### config.mk
export PLATFORM = sky130hd
export DESIGN_NAME = tpg_generator
export DESIGN_NICKNAME = d
export VERILOG_FILES = /design/src/tpg_pkg.sv /design/src/tpg_fifo.sv /design/src/tpg_generator.sv
export SDC_FILE = /design/constraint.sdc
export NUM_CORES = 1
export LEC_CHECK = 0
export BUFFER_PORTS_ARGS = -buffer_cell sky130_fd_sc_hd__buf_2
export CAP_MARGIN = 40
export CORE_ASPECT_RATIO = 0.7
export CORE_MARGIN = 1
export CORE_UTILIZATION = 54
export DETAILED_ROUTE_END_ITERATION = 7
export PLACE_DENSITY = 0.74
export REMOVE_ABC_BUFFERS = 1
export SYNTH_ARGS = -nofsm -noshare
export SYNTH_HDL_FRONTEND = slang
export SYNTH_SLANG_ARGS = --single-unit
### constraint.sdc
create_clock -name clk_sys -period 6.65 [get_ports clk_sys]
set_input_delay 0.665 -clock clk_sys [delete_from_list [all_inputs] [get_ports clk_sys]]
set_output_delay 0.665 -clock clk_sys [all_outputs]
set_load 0.02 [all_outputs]
### src/tpg_pkg.sv
package tpg_pkg;

   // Indirect window in the main register map
   localparam logic [7:0] ADDR_PAGE = 8'hB0;
   localparam logic [7:0] ADDR_OFFS = 8'hB1;
   localparam logic [7:0] ADDR_DATA = 8'hB2;
   localparam logic [7:0] GEN_PAGE  = 8'h00;

   // Offsets inside the generator page
   localparam logic [7:0] OFF_CTL      = 8'h01;
   localparam logic [7:0] OFF_CFG      = 8'h02;
   localparam logic [7:0] OFF_DTVC     = 8'h03;
   localparam logic [7:0] OFF_LBYTES_H = 8'h04;
   localparam logic [7:0] OFF_LBYTES_L = 8'h05;
   localparam logic [7:0] OFF_BARW_H   = 8'h06;
   localparam logic [7:0] OFF_BARW_L   = 8'h07;
   localparam logic [7:0] OFF_ACT_H    = 8'h08;
   localparam logic [7:0] OFF_ACT_L    = 8'h09;
   localparam logic [7:0] OFF_TOT_H    = 8'h0A;
   localparam logic [7:0] OFF_TOT_L    = 8'h0B;
   localparam logic [7:0] OFF_PER_H    = 8'h0C;
   localparam logic [7:0] OFF_PER_L    = 8'h0D;
   localparam logic [7:0] OFF_VBP      = 8'h0E;
   localparam logic [7:0] OFF_VFP      = 8'h0F;
   localparam logic [7:0] OFF_BLK_BASE = 8'h10;
   localparam logic [7:0] OFF_STATUS   = 8'h20;

   // Field positions
   localparam int CTL_ENABLE   = 0;
   localparam int CFG_BARS_LSB = 0;
   localparam int CFG_FIXED    = 2;
   localparam int CFG_ALT      = 3;
   localparam int CFG_BLK_LSB  = 4;
   localparam int DI_VC_LSB    = 6;

   // Reset values
   localparam logic [7:0]  RST_CTL  = 8'h00;
   localparam logic [7:0]  RST_CFG  = 8'h03;
   localparam logic [7:0]  RST_BYTE = 8'h00;
   localparam logic [15:0] RST_WORD = 16'h0000;

   // Packet constants
   localparam logic [5:0]  DT_FRAME_START = 6'h00;
   localparam logic [5:0]  DT_FRAME_END   = 6'h01;
   localparam logic [15:0] CRC_INIT       = 16'hFFFF;
   localparam logic [15:0] CRC_POLY       = 16'h8408;
   localparam logic [7:0]  BYTE_ALL_ONES  = 8'hFF;
   localparam logic [0:7][7:0] BAR_BYTES  = '{8'hAA, 8'h33, 8'hF0, 8'h7F,
                                              8'h55, 8'hCC, 8'h0F, 8'h80};
   localparam logic [0:5][23:0] ECC_MASKS = '{24'hF1_2CB7, 24'hF2_555B,
                                              24'h74_9A6D, 24'hB8_E38E,
                                              24'hDF_03F0, 24'hEF_FC00};

   // Timing
   localparam int CLK_NS        = 10;
   localparam int UNIT_NS       = 10;
   localparam int UNIT_SLOW_NS  = 20;
   localparam int UNIT_CYC      = (UNIT_NS + CLK_NS - 1) / CLK_NS;
   localparam int UNIT_SLOW_CYC = (UNIT_SLOW_NS + CLK_NS - 1) / CLK_NS;

   // Output buffer
   localparam int FIFO_DEPTH = 4;
   localparam int FIFO_WIDTH = 9;

   typedef enum logic [1:0] {ST_IDLE, ST_HDR, ST_PAY, ST_CRC} tpg_state_t;

   function automatic logic [7:0] tpg_ecc(input logic [23:0] hdr);
      logic [7:0] e;
      e = 8'h00;
      for (int i = 0; i < 6; i++) begin
         e[i] = ^(hdr & ECC_MASKS[i]);
      end
      return e;
   endfunction : tpg_ecc

   function automatic logic [15:0] tpg_crc(input logic [15:0] c, input logic [7:0] d);
      logic [15:0] r;
      r = c ^ {8'h00, d};
      for (int i = 0; i < 8; i++) begin
         r = r[0] ? ((r >> 1) ^ CRC_POLY) : (r >> 1);
      end
      return r;
   endfunction : tpg_crc

endpackage : tpg_pkg

### src/tpg_fifo.sv
`timescale 1ns/100ps
module tpg_fifo #(
   parameter int WIDTH = 9,
   parameter int DEPTH = 4
) (
   // Clock and reset
   input  wire logic             clk_sys,
   input  wire logic             rstn,
   input  wire logic             clkEn,
   // Fill side
   input  wire logic             inValid,
   input  wire logic [WIDTH-1:0] inData,
   output logic                  inReady,
   // Drain side
   output logic                  outValid,
   output logic [WIDTH-1:0]      outData,
   input  wire logic             outReady
);
   localparam int AW = $clog2(DEPTH);

   typedef struct packed {
      logic [DEPTH-1:0][WIDTH-1:0] mem;
      logic [AW-1:0]               wp;
      logic [AW-1:0]               rp;
      logic [AW:0]                 cnt;
      logic [WIDTH-1:0]            q;
      logic                        qv;
   } tpg_fifo_state_t;

   tpg_fifo_state_t st_reg, st_next;
   logic push, load;

   // Full is honest: the output stage is extra, so up to DEPTH+1 words are held
   assign inReady  = (st_reg.cnt != (AW+1)'(DEPTH));
   assign outValid = st_reg.qv;
   assign outData  = st_reg.q;

   always_comb begin
      st_next = st_reg;
      push    = inValid && inReady;
      load    = (st_reg.cnt != '0) && (!st_reg.qv || outReady);
      if (push) begin
         st_next.mem[st_reg.wp] = inData;
         st_next.wp             = st_reg.wp + 1'b1;
      end
      if (load) begin
         st_next.q  = st_reg.mem[st_reg.rp];
         st_next.qv = 1'b1;
         st_next.rp = st_reg.rp + 1'b1;
      end else if (outReady) begin
         // Cleared on drain so a stale last flag never shows without valid
         st_next.qv = 1'b0;
         st_next.q  = '0;
      end
      st_next.cnt = st_reg.cnt + (AW+1)'(push) - (AW+1)'(load);
   end

   always_ff @(posedge clk_sys or negedge rstn) begin
      if (!rstn) begin
         st_reg <= '0;
      end else if (clkEn) begin
         st_reg <= st_next;
      end
   end

endmodule : tpg_fifo

### src/tpg_generator.sv
`timescale 1ns/100ps
//Contract
//- Eight bars default: AA 33 F0 7F 55 CC 0F 80
//- Bars equal width; last bar fills line
//- Bar count selectable: 1, 2, 4, 8
//- Programmable data type, VC, line, bar bytes
//- Programmable active and total lines per frame
//- Back porch after FS, front porch before FE
//- Line period unit 10 ns, 20 ns slow rate
//- Builds full CSI-2 packets in transmit domain
//- Fixed mode repeats block, same geometry
//- Fixed mode bars alternate block and inverse
//- Block size up to sixteen bytes, repeats
//- Sixteen byte locations hold block bytes
//- Generator settings live on page zero
module tpg_generator (
   // Clock, reset and clock enable
   input  wire logic       clk_sys,
   input  wire logic       rstn,
   input  wire logic       clkEn,
   // Register access from the serial control slave
   input  wire logic       regWr,
   input  wire logic       regRd,
   input  wire logic [7:0] regAddr,
   input  wire logic [7:0] regWdata,
   output logic [7:0]      regRdata,
   output logic            regRdValid,
   // Transmitter rate
   input  wire logic       rateSlow,
   // Packet byte stream to the transmitter
   output logic [7:0]      outData,
   output logic            outLast,
   output logic            outValid,
   input  wire logic       outReady
);

   typedef struct packed {
      logic [7:0]            page;
      logic [7:0]            offs;
      logic [7:0]            ctl;
      logic [7:0]            cfg;
      logic [7:0]            dtvc;
      logic [7:0]            vbp;
      logic [7:0]            vfp;
      logic [15:0]           lineBytes;
      logic [15:0]           barWidth;
      logic [15:0]           actLines;
      logic [15:0]           totLines;
      logic [15:0]           period;
      logic [15:0][7:0]      blk;
      logic [7:0]            rdData;
      logic                  rdValid;
      logic                  running;
      logic [1:0]            unitCnt;
      logic [15:0]           periodCnt;
      logic [15:0]           lineIdx;
      tpg_pkg::tpg_state_t   state;
      logic [1:0]            hdrIdx;
      logic                  crcIdx;
      logic                  isLong;
      logic [7:0]            pktDi;
      logic [15:0]           pktWc;
      logic [15:0]           payCnt;
      logic [15:0]           barCnt;
      logic [2:0]            barIdx;
      logic [3:0]            blkIdx;
      logic [15:0]           crc;
   } tpg_gen_state_t;

   tpg_gen_state_t st_reg, st_next;

   logic       genValid;
   logic [7:0] genByte;
   logic       genLast;
   logic       fifoReady;
   logic [8:0] fifoOut;

   // Register read mux for the generator page
   function automatic logic [7:0] readPage(input tpg_gen_state_t s);
      logic [7:0] v;
      v = 8'h00;
      unique case (s.offs)
         tpg_pkg::OFF_CTL:      v = s.ctl;
         tpg_pkg::OFF_CFG:      v = s.cfg;
         tpg_pkg::OFF_DTVC:     v = s.dtvc;
         tpg_pkg::OFF_LBYTES_H: v = s.lineBytes[15:8];
         tpg_pkg::OFF_LBYTES_L: v = s.lineBytes[7:0];
         tpg_pkg::OFF_BARW_H:   v = s.barWidth[15:8];
         tpg_pkg::OFF_BARW_L:   v = s.barWidth[7:0];
         tpg_pkg::OFF_ACT_H:    v = s.actLines[15:8];
         tpg_pkg::OFF_ACT_L:    v = s.actLines[7:0];
         tpg_pkg::OFF_TOT_H:    v = s.totLines[15:8];
         tpg_pkg::OFF_TOT_L:    v = s.totLines[7:0];
         tpg_pkg::OFF_PER_H:    v = s.period[15:8];
         tpg_pkg::OFF_PER_L:    v = s.period[7:0];
         tpg_pkg::OFF_VBP:      v = s.vbp;
         tpg_pkg::OFF_VFP:      v = s.vfp;
         tpg_pkg::OFF_STATUS:   v = {6'h00, s.state != tpg_pkg::ST_IDLE, s.running};
         default: begin
            if (s.offs[7:4] == tpg_pkg::OFF_BLK_BASE[7:4]) begin
               v = s.blk[s.offs[3:0]];
            end
         end
      endcase
      return v;
   endfunction : readPage

   // Line timing and frame sequence helpers
   logic        unitTick;
   logic        lineTick;
   logic [1:0]  unitLast;
   logic [15:0] perLast;
   logic [15:0] actFirst;
   logic [15:0] actLast;
   logic [15:0] feLine;
   logic [3:0]  barsLast;
   logic        lastBar;
   logic [7:0]  pixByte;
   logic [23:0] hdrWord;

   always_comb begin
      unitLast = rateSlow ? 2'(tpg_pkg::UNIT_SLOW_CYC - 1)
                          : 2'(tpg_pkg::UNIT_CYC - 1);
      unitTick = (st_reg.unitCnt == unitLast);
      perLast  = (st_reg.period == 16'h0000) ? 16'h0000 : st_reg.period - 16'h0001;
      lineTick = unitTick && (st_reg.periodCnt == perLast);
      actFirst = 16'(st_reg.vbp) + 16'h0001;
      actLast  = 16'(st_reg.vbp) + st_reg.actLines;
      feLine   = actLast + 16'(st_reg.vfp) + 16'h0001;
      barsLast = 4'(4'h1 << st_reg.cfg[tpg_pkg::CFG_BARS_LSB +: 2]) - 4'h1;
      lastBar  = ({1'b0, st_reg.barIdx} == barsLast);
      hdrWord  = {st_reg.pktWc, st_reg.pktDi};
      if (st_reg.cfg[tpg_pkg::CFG_FIXED]) begin
         // Inverse only on odd bars, so the even bars show the block as written
         pixByte = st_reg.blk[st_reg.blkIdx]
                   ^ ((st_reg.cfg[tpg_pkg::CFG_ALT] && st_reg.barIdx[0])
                      ? tpg_pkg::BYTE_ALL_ONES : 8'h00);
      end else begin
         pixByte = tpg_pkg::BAR_BYTES[st_reg.barIdx];
      end
   end

   always_comb begin
      st_next  = st_reg;
      genValid = 1'b0;
      genByte  = 8'h00;
      genLast  = 1'b0;

      // Indirect register window
      st_next.rdValid = 1'b0;
      if (regWr) begin
         unique case (regAddr)
            tpg_pkg::ADDR_PAGE: st_next.page = regWdata;
            tpg_pkg::ADDR_OFFS: st_next.offs = regWdata;
            tpg_pkg::ADDR_DATA: begin
               if (st_reg.page == tpg_pkg::GEN_PAGE) begin
                  unique case (st_reg.offs)
                     tpg_pkg::OFF_CTL:      st_next.ctl             = regWdata;
                     tpg_pkg::OFF_CFG:      st_next.cfg             = regWdata;
                     tpg_pkg::OFF_DTVC:     st_next.dtvc            = regWdata;
                     tpg_pkg::OFF_LBYTES_H: st_next.lineBytes[15:8] = regWdata;
                     tpg_pkg::OFF_LBYTES_L: st_next.lineBytes[7:0]  = regWdata;
                     tpg_pkg::OFF_BARW_H:   st_next.barWidth[15:8]  = regWdata;
                     tpg_pkg::OFF_BARW_L:   st_next.barWidth[7:0]   = regWdata;
                     tpg_pkg::OFF_ACT_H:    st_next.actLines[15:8]  = regWdata;
                     tpg_pkg::OFF_ACT_L:    st_next.actLines[7:0]   = regWdata;
                     tpg_pkg::OFF_TOT_H:    st_next.totLines[15:8]  = regWdata;
                     tpg_pkg::OFF_TOT_L:    st_next.totLines[7:0]   = regWdata;
                     tpg_pkg::OFF_PER_H:    st_next.period[15:8]    = regWdata;
                     tpg_pkg::OFF_PER_L:    st_next.period[7:0]     = regWdata;
                     tpg_pkg::OFF_VBP:      st_next.vbp             = regWdata;
                     tpg_pkg::OFF_VFP:      st_next.vfp             = regWdata;
                     default: begin
                        if (st_reg.offs[7:4] == tpg_pkg::OFF_BLK_BASE[7:4]) begin
                           st_next.blk[st_reg.offs[3:0]] = regWdata;
                        end
                     end
                  endcase
               end
            end
            default: ;
         endcase
      end
      if (regRd) begin
         st_next.rdValid = 1'b1;
         unique case (regAddr)
            tpg_pkg::ADDR_PAGE: st_next.rdData = st_reg.page;
            tpg_pkg::ADDR_OFFS: st_next.rdData = st_reg.offs;
            tpg_pkg::ADDR_DATA: st_next.rdData = (st_reg.page == tpg_pkg::GEN_PAGE)
                                                 ? readPage(st_reg) : 8'h00;
            default:            st_next.rdData = 8'h00;
         endcase
      end

      // Line period counter runs free so frame boundaries stay evenly spaced
      st_next.unitCnt = unitTick ? 2'b00 : st_reg.unitCnt + 2'b01;
      if (unitTick) begin
         st_next.periodCnt = lineTick ? 16'h0000 : st_reg.periodCnt + 16'h0001;
      end

      // Frame sequencer: FS, back porch, active, front porch, FE, idle
      if (lineTick) begin
         st_next.lineIdx = (st_reg.lineIdx >= st_reg.totLines - 16'h0001)
                           ? 16'h0000 : st_reg.lineIdx + 16'h0001;
         if (st_reg.lineIdx == 16'h0000) begin
            st_next.running = st_reg.ctl[tpg_pkg::CTL_ENABLE];
         end
         // A line whose predecessor is still draining is skipped, not queued
         if (st_reg.state == tpg_pkg::ST_IDLE) begin
            st_next.hdrIdx = 2'b00;
            st_next.crcIdx = 1'b0;
            st_next.payCnt = 16'h0000;
            st_next.barCnt = 16'h0000;
            st_next.barIdx = 3'b000;
            st_next.blkIdx = 4'h0;
            st_next.crc    = tpg_pkg::CRC_INIT;
            st_next.pktWc  = 16'h0000;
            if (st_reg.lineIdx == 16'h0000) begin
               if (st_reg.ctl[tpg_pkg::CTL_ENABLE]) begin
                  st_next.state  = tpg_pkg::ST_HDR;
                  st_next.isLong = 1'b0;
                  st_next.pktDi  = {st_reg.dtvc[tpg_pkg::DI_VC_LSB +: 2],
                                    tpg_pkg::DT_FRAME_START};
               end
            end else if (st_reg.running) begin
               if (st_reg.lineIdx >= actFirst && st_reg.lineIdx <= actLast) begin
                  st_next.state  = tpg_pkg::ST_HDR;
                  st_next.isLong = 1'b1;
                  st_next.pktDi  = st_reg.dtvc;
                  st_next.pktWc  = st_reg.lineBytes;
               end else if (st_reg.lineIdx == feLine) begin
                  st_next.state  = tpg_pkg::ST_HDR;
                  st_next.isLong = 1'b0;
                  st_next.pktDi  = {st_reg.dtvc[tpg_pkg::DI_VC_LSB +: 2],
                                    tpg_pkg::DT_FRAME_END};
               end
            end
         end
      end

      // Byte emitter, stalls on a full buffer
      if (fifoReady) begin
         unique case (st_reg.state)
            tpg_pkg::ST_IDLE: ;
            tpg_pkg::ST_HDR: begin
               genValid = 1'b1;
               unique case (st_reg.hdrIdx)
                  2'd0: genByte = st_reg.pktDi;
                  2'd1: genByte = st_reg.pktWc[7:0];
                  2'd2: genByte = st_reg.pktWc[15:8];
                  2'd3: genByte = tpg_pkg::tpg_ecc(hdrWord);
               endcase
               st_next.hdrIdx = st_reg.hdrIdx + 2'b01;
               if (st_reg.hdrIdx == 2'd3) begin
                  genLast       = !st_reg.isLong;
                  st_next.state = !st_reg.isLong ? tpg_pkg::ST_IDLE
                                : (st_reg.pktWc == 16'h0000) ? tpg_pkg::ST_CRC
                                : tpg_pkg::ST_PAY;
               end
            end
            tpg_pkg::ST_PAY: begin
               genValid       = 1'b1;
               genByte        = pixByte;
               st_next.crc    = tpg_pkg::tpg_crc(st_reg.crc, pixByte);
               st_next.payCnt = st_reg.payCnt + 16'h0001;
               st_next.blkIdx = (st_reg.blkIdx == st_reg.cfg[tpg_pkg::CFG_BLK_LSB +: 4])
                                ? 4'h0 : st_reg.blkIdx + 4'h1;
               if (!lastBar && st_reg.barCnt >= st_reg.barWidth - 16'h0001) begin
                  st_next.barCnt = 16'h0000;
                  st_next.barIdx = st_reg.barIdx + 3'b001;
               end else begin
                  st_next.barCnt = st_reg.barCnt + 16'h0001;
               end
               if (st_reg.payCnt == st_reg.pktWc - 16'h0001) begin
                  st_next.state = tpg_pkg::ST_CRC;
               end
            end
            tpg_pkg::ST_CRC: begin
               genValid       = 1'b1;
               genByte        = st_reg.crcIdx ? st_reg.crc[15:8] : st_reg.crc[7:0];
               genLast        = st_reg.crcIdx;
               st_next.crcIdx = 1'b1;
               if (st_reg.crcIdx) begin
                  st_next.state = tpg_pkg::ST_IDLE;
               end
            end
         endcase
      end
   end

   always_ff @(posedge clk_sys or negedge rstn) begin
      if (!rstn) begin
         st_reg       <= '0;
         st_reg.ctl   <= tpg_pkg::RST_CTL;
         st_reg.cfg   <= tpg_pkg::RST_CFG;
         st_reg.crc   <= tpg_pkg::CRC_INIT;
         st_reg.state <= tpg_pkg::ST_IDLE;
      end else if (clkEn) begin
         st_reg <= st_next;
      end
   end

   assign regRdata   = st_reg.rdData;
   assign regRdValid = st_reg.rdValid;
   assign outData    = fifoOut[7:0];
   assign outLast    = fifoOut[8];

   // Buffer absorbs transmitter stalls; the emitter halts when it fills
   tpg_fifo #(
      .WIDTH (tpg_pkg::FIFO_WIDTH),
      .DEPTH (tpg_pkg::FIFO_DEPTH)
   ) u_fifo (
      .clk_sys  (clk_sys),
      .rstn     (rstn),
      .clkEn    (clkEn),
      .inValid  (genValid),
      .inData   ({genLast, genByte}),
      .inReady  (fifoReady),
      .outValid (outValid),
      .outData  (fifoOut),
      .outReady (outReady)
   );

endmodule : tpg_generator

# ---- Yosys cells after proc, flatten, opt, wreduce, memory -nomap -nowiden
# Memory sizes are Yosys's and may differ from the RTL's.
# Index checks and enable logic that the tools add are counted.
dict set report word_totals {
  register_bits 446
  romBits 64
  output_inout_bits 19
  wordCells 270
  memories 1
}
# name depth width rd rd_ports_with_merged_regs wr line_no
set mem_list {}
lappend mem_list {{(no name shown)} 8 8 1 0 0 tpg_generator.sv:139} ;# pixByte = tpg_pkg::BAR_BYTES[st_reg.barIdx];
dict set report classes {
  addsub 21
  magnitude_cmp 11
  n_eq_ne 34
  n_shift 1
  muxes 73
  n_bitwise 12
  n_reduce_logical 58
}
# operator count
set ops {}
lappend ops {{2-to-1 mux 16 bit} 14}
lappend ops {{2-to-1 mux 85 bit} 2}
lappend ops {{parity 24 bit} 6}
lappend ops {{bitwise mux 128 bit} 1}
lappend ops {{one-hot mux 8 bit (16 select lines)} 1}
lappend ops {{2-to-1 mux 55 bit} 2}
lappend ops {{2-to-1 mux 8 bit} 11}
lappend ops {{adder 16 x 1 -> 16 bit, second input constant} 5}
lappend ops {{AND reduction 5 bit} 15}
lappend ops {{binary-select mux 8 bit (select 4 bit)} 2}
lappend ops {{equality test 8 x 4 -> 1 bit, second input constant} 8}
lappend ops {{subtractor 16 x 1 -> 16 bit, second input constant} 4}
lappend ops {{2-to-1 mux 9 bit} 6}
lappend ops {{equality test 16 bit} 3}
lappend ops {{logical NOT 16 bit} 3}
lappend ops {{one-hot mux 8 bit (3 select lines)} 2}
lappend ops {{bitwise mux 36 bit} 1}
lappend ops {{demux 8 bit (select 4 bit)} 1}
lappend ops {{equality test 8 x 3 -> 1 bit, second input constant} 4}
lappend ops {{greater-or-equal comparator 16 bit} 2}
lappend ops {{one-hot mux 8 bit (4 select lines)} 1}
lappend ops {{2-to-1 mux 25 bit} 1}
lappend ops {{equality test 8 bit, second input constant} 3}
lappend ops {{inverter 2 -> 3 bit} 8}
lappend ops {{other kinds (54)} 104}

# ---- Depth between registers and ports, before layout
dict set report logic_depth {
  ltp_word 24
  ltp_mapped 20
  mapped_depth_nobuf 18
}

# ---- Modules after synthesis
# A second synthesis with hierarchy kept.
dict set report hier_totals {
  cells_unflattened 2557
  area_unflattened_um2 27632.8
}
# mod n_inst cells_per_inst area_per_inst_um2
set by_module_without_submodules {}
lappend by_module_without_submodules {tpg_generator 1 2396 25147.9}
lappend by_module_without_submodules {tpg_fifo 1 161 2484.9}

# ---- Least setup slack after synthesis
# No wires, ideal clock.
dict set report synth_timing {
  kind {register -> register}
  from {register st_reg[345] in the netlist's numbering}
  to {register st_reg, in the netlist hdrWord[6]}
  arrival_time_ns 4.105
  t_required_ns 6.525
  slack_ns 2.420
  path_stages_with_launch 20
  n_path_buf 1
  cell_sequence {dfrtp_1 ha_1 inv_1 fa_1 nand2b_1 a21oi_1 nor2b_1 xnor2_1 ha_1 o21ai_0 a21oi_1 o21ai_0 a21oi_1 nor4b_1 a31oi_1 a2111oi_0 o211ai_1 a211o_1 buf_4 mux2_4}
}
dict set report synth_between {
  elab_chain_cells 6
  word_cells_on_any_way 13
  classes_between {add/sub: 4; order compare: 2; eq/ne: 1; mux: 3; reduce/logical: 3}
}
# item line_no
set synth_lines {}
lappend synth_lines {{from (decl)} tpg_generator.sv:70} ;# tpg_gen_state_t st_reg, st_next;
lappend synth_lines {{from (signal assigned)} tpg_generator.sv:299} ;# st_reg <= st_next;
lappend synth_lines {{adder 8 x 16 -> 16 bit / adder 8 x 1 -> 9 bit (equally long branches)} {tpg_generator.sv:128, tpg_generator.sv:127}}
lappend synth_lines {{adder 16 x 8 -> 16 bit, or another cell as far along} tpg_generator.sv:129} ;# feLine = actLast + 16'(st_reg.vfp) + 16'h0001;
lappend synth_lines {{adder 16 x 1 -> 16 bit / logical AND 1 bit (equally long branches)} {tpg_generator.sv:129, tpg_generator.sv:226}}
lappend synth_lines {{equality test 16 bit / 2-to-1 mux 9 bit (equally long branches)} {tpg_generator.sv:231, tpg_generator.sv:226}}
lappend synth_lines {{nonzero test 3 bit (no source line) / 2-to-1 mux 25 bit (equally long branches)} -}
lappend synth_lines {{AND reduction 6 bit (no source line) / 2-to-1 mux 9 bit (equally long branches)} -}
# Parallel ways exist; a longest one is shown, timed or not. The select of a mux whose other input is x is not followed.
# A chain may end at the register's enable or synchronous reset.

# ---- Worst setup path in the final report
dict set report layout_timing {
  from {register st_reg[347] in the netlist's numbering}
  to {register st_reg, in the netlist hdrWord[7]}
}
# The elaborated chain is that of the path after synthesis.

==> reports/results.ini <==
[run_status]
status=complete, but fails checks
violations=design-rule violations

[pwr]
power_mw=5.99
p_leak_nw=13.6
power_density_nw_per_um2=202
ir_worst_vdd_mv=0.189

[hold_path]
hp-class=primary input to asynchronous set/reset pin

[critical_path]
cpLargestDelayFamily=compound AO/OA/AOI/OAI gates
crit_fanout=9
end_kind=flop
critPathRequiredTime_ps=7140
slowest_delay_ps=550
crit_type=flop to flop
arrival_ps=5750
cp_slowest_cell=a211o_1
cp_cell_sequence=ha_1 > a211oi_1 > o21ai_0 > a21o_1 > a21o_1 > xor2_1 > ha_1 > o21ai_0 > a21oi_1 > o21ai_0 > a21oi_1 > nor4b_1 > a31oi_1 > a2111oi_0 > o211ai_1 > a211o_1 > mux2_4
worst_setup_path_start_kind=flop
path_buf_inv=0
cpMostUsedCell=o21ai_0

[grt]
antenna_found_initial=4
grt_start_max_net_pins=161
grt_pass1_wl_um=123000
grt_usage_pct=30.9
overflow=0
grt_pass1_vias=20466

[final_layout]
drive_above_1_share_pct=24.0
final_cell_area_um2=29600
layout_commonest_cell=dfrtp_1
syn_to_final_growth_pct=8.81
nets=2576
largest_register_ffs=360
fin_cells=3143
final_cell_mix=dfrtp_1, mux2_2, nand2_1

[sta]
period_share_pct=79.1
holdWs_ps=171
setup_viol_count_final=0
finalMaxSlewViolations=0
final.min_clock_period_ps=5260
relSlewSlack_pct=28.9
tightest_slew_ps=1060
rsz0062_at_grt=false
max_freq_mhz=190
hold_violations=0
tns_ps=0
clock_skew_ps=22.3

[synth]
avgSynthCellArea_um2=11.1
netlist_area_um2=27200
yosysSeqAreaShare_pct=41.1
synth-edff-count=0
yosysUniqueCellTypes=85
async_flop_share_pct=100
ys_seq_elements=446
ys.flop_type=dfrtp_1
yosysWarnings=0
synth_top_area_share_pct=39.3
synth_area_leaders=dfrtp_1, mux2_2, mux4_2
syn_inst=2457
synth_top_cell_by_area=dfrtp_1

[flow_run]
drv_cap=0

[cts]
post_cts_buffers=0
ctsHoldBuffers=0
cts_tree=done
cts.sinks=446
cts_buffer_depth=3
htreeDepth=2
clk_pin_slew_ps=70
cts_buffers=46
insertion_delay_ps=610
post_cts_resized=0
cts_root_buffer=clkbuf_16

[floorplan]
dieArea_um2=51400
num_rows=68
fp.dieH_um=190
design.portCount=42
die_w_um=270
start_util_pct=55.0
core_area_um2=49500

[drt]
ant_nets=0
viasPerCell=6.55
vias=20596
drtIter0Drc=2367
drt_first_pass_iters=8
wire_per_inst_um=24.8
routed_wl_um=77900
drcViolationCount=11

[placed_design]
place_area_um2=28000
place_congestion=0.979
dpl.hpwl_um=55100
numPortBuffers=41
dp.cells=3058

[path summary, 6_finish.rpt]
path	from	cells past startpoint	end	slack, ps
worst min register to register	u_fifo.st_reg[17]$_DFFE_PN0P_	2	u_fifo.st_reg[17]$_DFFE_PN0P_	480
worst max-delay path	st_reg[347]$_DFFE_PN0P_	17	hdrWord[7]$_DFFE_PN0P_	1390
min in group clk_sys	outReady	4	u_fifo.outValid$_DFFE_PN0P_	400
max in group asynchronous	rstn	2	st_reg[377]$_DFFE_PN0P_	5010
worst min-delay path	rstn	1	st_reg[53]$_DFFE_PN0P_	170
worst max register to register	st_reg[347]$_DFFE_PN0P_	17	hdrWord[7]$_DFFE_PN0P_	1390
[power by group]
group,total [mW],internal (mW),switching (mW)
registers,2.84,2.76,0.0881
logic,0.360,0.129,0.231
clock network,2.78,1.60,1.18
[layer usage]
metal | wire length, um | GRT usage [%] | vias to the layer above
met4 | 1950 | 8.41 | 4
li1 | - | - | 9015
met2 | 32500 | 44.2 | 998
met1 | 35000 | 46.8 | 10445
met3 | 8410 | 7.36 | 134
met5 | 22 | 0 | -
[final cells by class]
type	count	area [um^2]
clock buffer	64	1360
timing repair buffer	81	556
antenna	1	2.50
multi-input combinational	1798	15200
clock inverter	20	265
sequential	446	11200
tap	665	832
inverter	68	255
fill	3993	19900
[synthesized netlist by cell type, drive strengths merged, types with 9 or more instances]
| cell type | number |
|---|---|
| a21o | 43 |
| nand3 | 45 |
| o21ai | 128 |
| ha | 109 |
| a21oi | 80 |
| a222oi | 12 |
| and2 | 13 |
| xor2 | 69 |
| a22oi | 16 |
| nand2 | 170 |
| nor2b | 29 |
| mux2 | 300 |
| mux4 | 96 |
| dfstp | 18 |
| a22o | 38 |
| nand4 | 27 |
| o31ai | 9 |
| xnor2 | 138 |
| clkbuf | 105 |
| nor4 | 25 |
| dfrtp | 428 |
| mux2i | 21 |
| or3 | 13 |
| nor3 | 62 |
| o211ai | 12 |
| a221oi | 10 |
| inv | 67 |
| nor2 | 124 |
| and3 | 39 |
| nand2b | 24 |
| buf | 40 |
| a31oi | 24 |
[metrics by stage]
step                      utilization, %  setup WS (ps)
after floorplan                        -           1910
after global placement              56.3           1570
after detailed placement            56.6           1580
after CTS                           59.8           1540
after global routing                59.8           1140
final                               59.8           1390
[kinds of logic after synthesis]
group                      count (synthesis)  synth area share (%)
AOI/OAI and AO/OA                        440                  10.7
xor gates and xnor gates                 213                  7.16
adders and majority gates                112                  5.23
buffers and inverters                    213                  3.22
DFF                                      446                  41.1
muxes                                    417                  21.1
and+or+nand+nor                          616                  11.5
(Power assumes the default switching activity.)
